[config.mk]
export PLATFORM = sky130hd
export DESIGN_NAME = bmdt_regs
export DESIGN_NICKNAME = d
export VERILOG_FILES = /design/src/rtl/bmdt_pkg.sv /design/src/rtl/bmdt_table_mem.sv /design/src/rtl/bmdt_regs.sv
export SDC_FILE = /design/constraint.sdc
export NUM_CORES = 1
export LEC_CHECK = 0
export BUFFER_PORTS_ARGS = -buffer_cell sky130_fd_sc_hd__clkbuf_2
export CAP_MARGIN = 20
export CORE_MARGIN = 2
export CORE_UTILIZATION = 40
export CTS_BUF_LIST = sky130_fd_sc_hd__clkbuf_4 sky130_fd_sc_hd__clkbuf_8
export CTS_CLUSTER_SIZE = 25
export DETAILED_ROUTE_END_ITERATION = 8
export PLACE_DENSITY_LB_ADDON = 0.05
export SYNTH_ARGS = -nofsm -noshare
export SYNTH_HDL_FRONTEND = slang
export SYNTH_SLANG_ARGS = --single-unit
[constraint.sdc]
create_clock -name i_clk -period 4.95 [get_ports i_clk]
set_input_delay 0.2475 -clock i_clk [delete_from_list [all_inputs] [get_ports i_clk]]
set_output_delay 0.2475 -clock i_clk [all_outputs]
set_load 0.02 [all_outputs]
[src/rtl/bmdt_pkg.sv]
// constants and types of the buffer manager drop counter and discard table registers
// Behaviour
// - count port-two packet drops, at most one per cycle
// - 32-bit counter, resets zero, clears on read
// - counter sticks at all ones, never wraps
// - ready flag zero after reset, self-sets, read-only
// - table init reruns after every fabric reset
// - command write itself starts the table access
// - direction bit four: one reads, zero writes
// - four-bit index picks one of sixteen entries
// - index ranges 8, 16, 32 buffers wide
// - read command loads entry into read-data register
// - entry is 10-bit probability in 1/1024 units
// - yellow packets dropped with looked-up probability
// - table contents undefined after reset
// - read-data register read-only, last read entry
// - buffer usage counted in 128-byte buffers
package bmdt_pkg;

    // register numbers, as used on the register port
    localparam logic [15:0] BMDT_ADDR_DROP_CNT   = 16'h1C07;
    localparam logic [15:0] BMDT_ADDR_INIT_STS   = 16'h1C08;
    localparam logic [15:0] BMDT_ADDR_TBL_CMD    = 16'h1C09;
    localparam logic [15:0] BMDT_ADDR_TBL_WDATA  = 16'h1C0A;
    localparam logic [15:0] BMDT_ADDR_TBL_RDATA  = 16'h1C0B;

    // field positions, widths and table depth
    localparam int          BMDT_CMD_DIR_BIT     = 4;
    localparam int          BMDT_STS_READY_BIT   = 0;
    localparam int          BMDT_PROB_W          = 10;
    localparam int          BMDT_IDX_W           = 4;
    localparam int          BMDT_ENTRIES         = 16;

    // reset values and drop counter ceiling
    localparam logic [31:0] BMDT_DROP_CNT_RST    = 32'h0000_0000;
    localparam logic [31:0] BMDT_DROP_CNT_MAX    = 32'hFFFF_FFFF;
    localparam logic [9:0]  BMDT_WDATA_RST       = 10'h000;
    localparam logic [9:0]  BMDT_RDATA_RST       = 10'h000;

    // buffer usage range boundaries, in 128-byte buffers
    localparam int          BMDT_BUF_BYTES       = 128;
    localparam logic [7:0]  BMDT_USAGE_FINE_END  = 8'h40;
    localparam logic [7:0]  BMDT_USAGE_MID_END   = 8'h80;
    localparam logic [3:0]  BMDT_IDX_MID_BASE    = 4'h8;
    localparam logic [3:0]  BMDT_IDX_HIGH_BASE   = 4'hC;

    // table initialisation time after fabric reset
    localparam int          BMDT_INIT_CYCLES     = 512;

    // random source seed (16-bit maximal lfsr; taps set in bmdt_regs)
    localparam logic [15:0] BMDT_LFSR_SEED       = 16'hACE1;

    // command register contents
    typedef struct packed {
        logic                  dir;    // 1 read, 0 write
        logic [BMDT_IDX_W-1:0] index;  // usage range entry
    } bmdt_cmd_type;

    localparam bmdt_cmd_type BMDT_CMD_RST = '{dir: 1'b0, index: 4'h0};

endpackage

[src/rtl/bmdt_table_mem.sv]
// discard probability table storage with one write and two registered read ports
`timescale 1ns/1ps
module bmdt_table_mem #(
    parameter int WIDTH = 10,
    parameter int DEPTH = 16,
    parameter int AW    = 4
) (
    // clock
    input  wire logic             i_clk,
    // write port
    input  wire logic             i_wr_en,
    input  wire logic [AW-1:0]    i_wr_addr,
    input  wire logic [WIDTH-1:0] i_wr_data,
    // register-side read port
    input  wire logic [AW-1:0]    i_ra_addr,
    output logic      [WIDTH-1:0] o_ra_data,
    // lookup-side read port
    input  wire logic [AW-1:0]    i_rb_addr,
    output logic      [WIDTH-1:0] o_rb_data
);

    // elaboration check: address must reach every entry
    if (DEPTH > (1 << AW) || DEPTH < 1) begin : g_bad_depth
        $error("bmdt_table_mem: depth does not fit address width");
    end

    // no reset on purpose: contents stay undefined until software writes them
    logic [WIDTH-1:0] mem [DEPTH];

    // write and both reads in one short process; read data always registered
    always_ff @(posedge i_clk) begin
        if (i_wr_en) begin
            mem[i_wr_addr] <= i_wr_data;
        end
        o_ra_data <= mem[i_ra_addr];
        o_rb_data <= mem[i_rb_addr];
    end

endmodule // bmdt_table_mem

[src/rtl/bmdt_regs.sv]
// buffer manager drop counter, init status and random discard table register block
`timescale 1ns/1ps
module bmdt_regs #(
    parameter int INIT_CYCLES = bmdt_pkg::BMDT_INIT_CYCLES,
    parameter int USAGE_W     = 8
) (
    // clock and switch fabric reset
    input  wire logic                  i_clk,
    input  wire logic                  i_reset_n,
    // register port
    input  wire logic [15:0]           i_reg_addr,
    input  wire logic                  i_reg_wr,
    input  wire logic                  i_reg_rd,
    input  wire logic [31:0]           i_reg_wdata,
    output logic                       o_reg_ready,
    output logic      [31:0]           o_reg_rdata,
    output logic                       o_reg_rvalid,
    // drop events of packets entering on port two
    input  wire logic                  i_port2_drop,
    // yellow packet discard decision
    input  wire logic                  i_yellow_req,
    input  wire logic                  i_yellow_port2,
    input  wire logic [USAGE_W-1:0]    i_yellow_usage,
    output logic                       o_yellow_done,
    output logic                       o_yellow_discard,
    // status
    output logic                       o_tables_initialized_flag
);

    localparam int PW = bmdt_pkg::BMDT_PROB_W;
    localparam int IW = bmdt_pkg::BMDT_IDX_W;

    // elaboration checks
    if (INIT_CYCLES < 1 || INIT_CYCLES > 65535) begin : g_bad_init
        $error("bmdt_regs: INIT_CYCLES out of range");
    end
    if (USAGE_W != 8) begin : g_bad_usage
        $error("bmdt_regs: usage index logic serves 8-bit usage only");
    end

    // registers
    logic [31:0]            drop_cnt_q;      // clear-on-read drop counter
    logic [15:0]            init_cnt_q;      // cycles left in table init
    logic                   init_done_q;     // tables initialised flag
    bmdt_pkg::bmdt_cmd_type cmd_q;           // last command written
    logic [PW-1:0]          wdata_q;         // pending table write value
    logic [PW-1:0]          rdata_q;         // entry fetched by last read command
    logic                   rd_pend_q;       // table read in flight
    logic [31:0]            rsp_q;           // registered read answer
    logic                   rsp_vld_q;       // read answer strobe
    logic [15:0]            lfsr_q;          // random source
    logic                   yel_pend_q;      // lookup in flight
    logic                   yel_port2_q;     // lookup belongs to port two
    logic [PW-1:0]          yel_rand_q;      // random draw for that lookup
    logic                   yel_done_q;      // lookup answer strobe
    logic                   yel_disc_q;      // discard verdict, valid with the strobe

    // table read ports
    logic [PW-1:0]          tbl_ra_data;
    logic [PW-1:0]          tbl_rb_data;

    // trade-off: a read command costs one stall cycle instead of a bypass path
    // register access decode; nothing is taken while a table read is in flight
    wire        acc_ok     = ~rd_pend_q;
    wire        wr_ok      = i_reg_wr & acc_ok;
    wire        rd_ok      = i_reg_rd & acc_ok & ~i_reg_wr;
    wire        hit_cnt    = (i_reg_addr == bmdt_pkg::BMDT_ADDR_DROP_CNT);
    wire        hit_sts    = (i_reg_addr == bmdt_pkg::BMDT_ADDR_INIT_STS);
    wire        hit_cmd    = (i_reg_addr == bmdt_pkg::BMDT_ADDR_TBL_CMD);
    wire        hit_wdat   = (i_reg_addr == bmdt_pkg::BMDT_ADDR_TBL_WDATA);
    wire        hit_rdat   = (i_reg_addr == bmdt_pkg::BMDT_ADDR_TBL_RDATA);
    wire        cmd_wr     = wr_ok & hit_cmd;
    wire        cmd_dir    = i_reg_wdata[bmdt_pkg::BMDT_CMD_DIR_BIT];
    wire [IW-1:0] cmd_idx  = i_reg_wdata[IW-1:0];
    // a write command stores the value already loaded into write data
    wire        tbl_we     = cmd_wr & ~cmd_dir;
    wire        tbl_rd     = cmd_wr & cmd_dir;
    wire        cnt_rd     = rd_ok & hit_cnt;

    // the three step sizes keep fine resolution where queues are nearly empty
    // usage in 128-byte buffers to table index: 8, 16 then 32 buffers a step
    wire [7:0]  usage      = i_yellow_usage;
    wire        use_fine   = usage < bmdt_pkg::BMDT_USAGE_FINE_END;
    wire        use_mid    = usage < bmdt_pkg::BMDT_USAGE_MID_END;
    wire [IW-1:0] use_idx  = use_fine ? {1'b0, usage[5:3]} :
                             use_mid  ? (bmdt_pkg::BMDT_IDX_MID_BASE | {2'b00, usage[5:4]}) :
                                        (bmdt_pkg::BMDT_IDX_HIGH_BASE | {2'b00, usage[6:5]});

    // yellow drop decision: random draw in 0..1023 below entry value
    wire        yel_drop   = yel_pend_q & (yel_rand_q < tbl_rb_data);
    // port-two drops, buffer limit, red or random yellow, count; two in one cycle count once
    wire        cnt_inc    = i_port2_drop | (yel_drop & yel_port2_q);
    wire        cnt_full   = (drop_cnt_q == bmdt_pkg::BMDT_DROP_CNT_MAX);
    wire        lfsr_fb    = lfsr_q[15] ^ lfsr_q[13] ^ lfsr_q[12] ^ lfsr_q[10];

    // read answer mux; reserved bits and unmapped numbers read zero
    wire [31:0] rd_mux     = hit_cnt  ? drop_cnt_q :
                             hit_sts  ? {31'h0000_0000, init_done_q} :
                             hit_cmd  ? {27'h000_0000, cmd_q} :
                             hit_wdat ? {22'h00_0000, wdata_q} :
                             hit_rdat ? {22'h00_0000, rdata_q} :
                                        32'h0000_0000;

    // the table itself
    bmdt_table_mem #(
        .WIDTH (PW),
        .DEPTH (bmdt_pkg::BMDT_ENTRIES),
        .AW    (IW)
    ) u_table (
        .i_clk     (i_clk),
        .i_wr_en   (tbl_we),
        .i_wr_addr (cmd_idx),
        .i_wr_data (wdata_q),
        .i_ra_addr (cmd_idx),
        .o_ra_data (tbl_ra_data),
        .i_rb_addr (use_idx),
        .o_rb_data (tbl_rb_data)
    );

    // a read and an event in one cycle leave a count of one, so no drop is lost
    // drop counter: saturates, clears on read, an event in the read cycle survives
    always_ff @(posedge i_clk or negedge i_reset_n) begin
        if (!i_reset_n) begin
            drop_cnt_q <= bmdt_pkg::BMDT_DROP_CNT_RST;
        end else if (cnt_rd) begin
            drop_cnt_q <= {31'h0000_0000, cnt_inc};
        end else if (cnt_inc && !cnt_full) begin
            drop_cnt_q <= drop_cnt_q + 32'h0000_0001;
        end
    end

    // the flag only rises; a new fabric reset is the only way back to zero
    // table init sequencer restarts on every fabric reset
    always_ff @(posedge i_clk or negedge i_reset_n) begin
        if (!i_reset_n) begin
            init_cnt_q  <= 16'(INIT_CYCLES);
            init_done_q <= 1'b0;
        end else if (!init_done_q) begin
            init_cnt_q  <= init_cnt_q - 16'h0001;
            init_done_q <= (init_cnt_q == 16'h0001);
        end
    end

    // command and write-data registers
    always_ff @(posedge i_clk or negedge i_reset_n) begin
        if (!i_reset_n) begin
            cmd_q   <= bmdt_pkg::BMDT_CMD_RST;
            wdata_q <= bmdt_pkg::BMDT_WDATA_RST;
        end else begin
            if (cmd_wr) begin
                cmd_q <= '{dir: cmd_dir, index: cmd_idx};
            end
            if (wr_ok && hit_wdat) begin
                wdata_q <= i_reg_wdata[PW-1:0];
            end
        end
    end

    // the access port stalls for the one cycle in which rdata_q is still stale
    // table read: memory answers one cycle later, then the result is held
    always_ff @(posedge i_clk or negedge i_reset_n) begin
        if (!i_reset_n) begin
            rd_pend_q <= 1'b0;
            rdata_q   <= bmdt_pkg::BMDT_RDATA_RST;
        end else begin
            rd_pend_q <= tbl_rd;
            if (rd_pend_q) begin
                rdata_q <= tbl_ra_data;
            end
        end
    end

    // a read that shares its cycle with a write is dropped; only the write is taken
    // the answer holds until the next taken read, so a slow reader still sees it
    // registered read answer
    always_ff @(posedge i_clk or negedge i_reset_n) begin
        if (!i_reset_n) begin
            rsp_q     <= 32'h0000_0000;
            rsp_vld_q <= 1'b0;
        end else begin
            rsp_vld_q <= rd_ok;
            if (rd_ok) begin
                rsp_q <= rd_mux;
            end
        end
    end

    // limitation: a 16-bit source repeats after 65535 draws, fine for a weight
    // random source runs every cycle so draws are not tied to request timing
    always_ff @(posedge i_clk or negedge i_reset_n) begin
        if (!i_reset_n) begin
            lfsr_q <= bmdt_pkg::BMDT_LFSR_SEED;
        end else begin
            lfsr_q <= {lfsr_q[14:0], lfsr_fb};
        end
    end

    // entry zero never discards; all ones leaves one chance in 1024 to pass
    // yellow lookup pipeline: request, table read, decision one cycle later
    always_ff @(posedge i_clk or negedge i_reset_n) begin
        if (!i_reset_n) begin
            yel_pend_q  <= 1'b0;
            yel_port2_q <= 1'b0;
            yel_rand_q  <= 10'h000;
            yel_done_q  <= 1'b0;
            yel_disc_q  <= 1'b0;
        end else begin
            yel_pend_q  <= i_yellow_req;
            yel_port2_q <= i_yellow_port2;
            yel_rand_q  <= lfsr_q[PW-1:0];
            yel_done_q  <= yel_pend_q;
            yel_disc_q  <= yel_drop;
        end
    end

    // outputs: ready is combinational, every data output comes from a flop
    assign o_reg_ready               = acc_ok;
    assign o_reg_rdata               = rsp_q;
    assign o_reg_rvalid              = rsp_vld_q;
    assign o_yellow_done             = yel_done_q;
    assign o_yellow_discard          = yel_disc_q;
    assign o_tables_initialized_flag = init_done_q;

endmodule // bmdt_regs

==> run_results.csv <==
group,metric,value,unit
clock_tree,clkLatencyLatePin,650,ps
synthesis,netlist_top_cells_count,"160 x edfxtp_1, 123 x dfrtp_1, 117 x nand2_1",
cells_and_area,fillCellCount,3187,
clock_tree,cts_resized,0,
timing,fin_tns_setup,0,ps
synthesis,ys_ff_latch,312,
clock_tree,htree_levels,2,
timing,hold_viol_final,0,
global_routing,gr-usage-all-layers,22.3,%
placed_design,pre_cts_slack,1380,ps
floorplanning,die_height,193,um
synthesis,synth.most_common_cell,"edfxtp_1",
synthesis,synth_ff_type,"edfxtp_1",
global_routing,grt_pass1_vias,9559,
synthesis,ys_types,59,
power_and_ir_drop,power.density,367,mW/mm^2
route,ant_nets,0,
cells_and_area,drive_gt1_share,26.7,%
power_and_ir_drop,report.power.total,6040,uW
timing,fmax,0.326,GHz
timing,setup_violations,0,
cells_and_area,layout.area.seq,0.00852,mm^2
critical_path,r2r_slack,1890,ps
synthesis,syn_area,0.0143,mm^2
cells_and_area,multiInputGateArea,0.00539,mm^2
placed_design,gp_congestion,0.850,
timing,fin_crit,3060,ps
synthesis,yosysTopAreaCellShare,33.7,%
global_routing,grt_max_degree,85,
placed_design,hpwl,25800,um
global_routing,grt_first_pass_wirelength,60600,um
placed_design,dp.cells,1583,
floorplanning,core,0.0353,mm^2
synthesis,synth_fp_nets,1168,
cells_and_area,antennaDiodeCount,0,
floorplanning,num_io_pins,100,
timing,post-route-period-util,61.9,%
route,drt_iter0_drc,865,
clock_tree,cts_tree,"yes",
synthesis,avgSynthCellArea,13.0,um^2
critical_path,worst_setup_path_start_kind,"flip-flop",
cells_and_area,stdcell_area,0.0164,mm^2
floorplanning,dieArea,0.0372,mm^2
cells_and_area,syn_to_final_growth,15.3,%
synthesis,yosysSeqAreaShare,59.7,%
global_routing,antenna_found_initial,0,
clock_tree,root_buffer,"clkbuf_8",
placed_design,portBuffers,74,
timing,tightest_slew,1110,ps
power_and_ir_drop,p_leak,0.00672,uW
route,wl,40000,um
critical_path,crit_arrival,3330,ps
synthesis,yosysWarningCount,0,
route,num_vias,9718,
route,vias_per_cell,5.75,
timing,max_slew_margin,25.7,%
cells_and_area,layout.nets,1263,
critical_path,rr_worst_depth,4,
timing,clock_skew,26.1,ps
critical_path,endpoint_kind,"flip-flop",
clock_tree,clock_sinks,312,
power_and_ir_drop,vdd_drop_max,0.235,mV
worst_hold_path,worst_hold_path.num_cells,4,
run,maxCapViolCount,0,
critical_path,critPathKind,"reg -> reg",
clock_tree,post_cts_buffers,0,
clock_tree,numCtsBuffers,53,
critical_path,crit_fanout,13,
synthesis,synthCells,1093,
timing,fin_ws,1890,ps
global_routing,grt.overflow.total,0,
floorplanning,die_x,193,um
timing,rsz0062_at_grt,"false",
timing,maxSlewViolCount,0,
synthesis,synth_edf_count,160,
floorplanning,initial_utilization,40.4,%
route,drc,0,
clock_tree,clk_pin_slew_worst_paths,60,ps
run_status,status,"finished clean",
floorplanning,rows,69,
worst_hold_path,worstHoldPathType,"in -> reg",
route,avgRoutedWirePerCell,23.7,um
synthesis,yosys-top-cells-area,"edfxtp_1 34%, dfrtp_1 22%, mux4_2 8.1%",
synthesis,yosys.area.top_type,"edfxtp_1",
clock_tree,clockBufferDepth,3,
placed_design,placed_area,0.0152,mm^2
critical_path,required,5220,ps
cells_and_area,final_cells,1691,
synthesis,async_flop_share,42.3,%
route,dr.pass1.iters,5,
-- cell usage in the layout (no fill, tap or decap), drive strengths merged, types with 10 or more instances in the layout --
| cell | synthesis | final |
|---|---|---|
| a21oi | 47 | 47 |
| a221oi | 19 | 19 |
| a32oi | 10 | 10 |
| and3 | 11 | 11 |
| buf | 17 | 33 |
| clkbuf | 57 | 155 |
| dfrtp | 123 | 123 |
| dfxtp | 20 | 20 |
| edfxtp | 160 | 160 |
| ha | 12 | 12 |
| inv | 19 | 21 |
| mux2 | 56 | 56 |
| mux2i | 28 | 28 |
| mux4 | 51 | 51 |
| nand2 | 117 | 117 |
| nand3 | 53 | 53 |
| nand4 | 16 | 16 |
| nor2 | 45 | 45 |
| o211ai | 31 | 31 |
| o21ai | 34 | 34 |
| o221ai | 20 | 20 |
| or3 | 26 | 26 |
| or4 | 18 | 18 |
| xor2 | 10 | 10 |
-- metrics by stage --
stage	utilization, %	hold slack (ps)
floorplan	-	-48.1
global placement	42.9	335
detailed placement	42.9	346
CTS	46.5	7.56
global route	46.6	42.7
finish	46.6	66.5
-- registers in the layout (all words and copies together), names as in the netlist, 16 cells and up --
signal       cells
drop_cnt_q      32
init_cnt_q      16
lfsr_q          16
o_reg_rdata     32
u_table.mem    160
-- report_power, final --
| part | switching [uW] | internal [uW] |
|---|---|---|
| Sequential | 137 | 2810 |
| Combinational | 351 | 220 |
| Clock | 1080 | 1440 |
-- metal layers --
metal,GRT usage [%],share of wire [%],vias up
li1,-,-,4434
met1,30.1,43,4905
met2,35.6,48,311
met3,4.35,5.8,68
met4,8.31,3.1,0
met5,0,0,-
-- cells by family after synthesis --
kind of cell	share of synthesized area (%)
compound gates	9.26
fa+ha+maj	1.05
xor+xnor	0.983
simple gates	11.9
buf+inv	2.64
flops	59.7
mux	14.4
-- final timing paths --
path	from	endpoint
worst max-delay path	rd_pend_q	u_table.mem[8][0]
worst min-delay path	i_reg_wr	rd_pend_q
worst max register to register	rd_pend_q	u_table.mem[8][0]
worst min register to register	lfsr_q[14]	lfsr_q[15]
max in group asynchronous	i_reset_n	wdata_q[8]
min in group asynchronous	i_reset_n	init_cnt_q[6]
-- worst max-delay path: stages, from the launching register on --
cell	delay, ps
dfrtp_1	590
nor4b_1	410
and2_1	460
or3b_1	470
nor2_1	760
-- cell type report --
class                   count  area share [%]
flip-flops and latches    312            51.8
multi-input cells         688            32.8
well taps                 461            3.51
clock buffers              83            6.34
repair buffers            114            4.35
clock inverters            14           0.761
inverters                  19           0.434
-- repair_timing --
item,CTS,global route
endpoints found under the setup margin,0,0
endpoints found under the hold margin,84,0
hold buffers,9,0
Note: power is estimated with default switching activity, not from simulation.
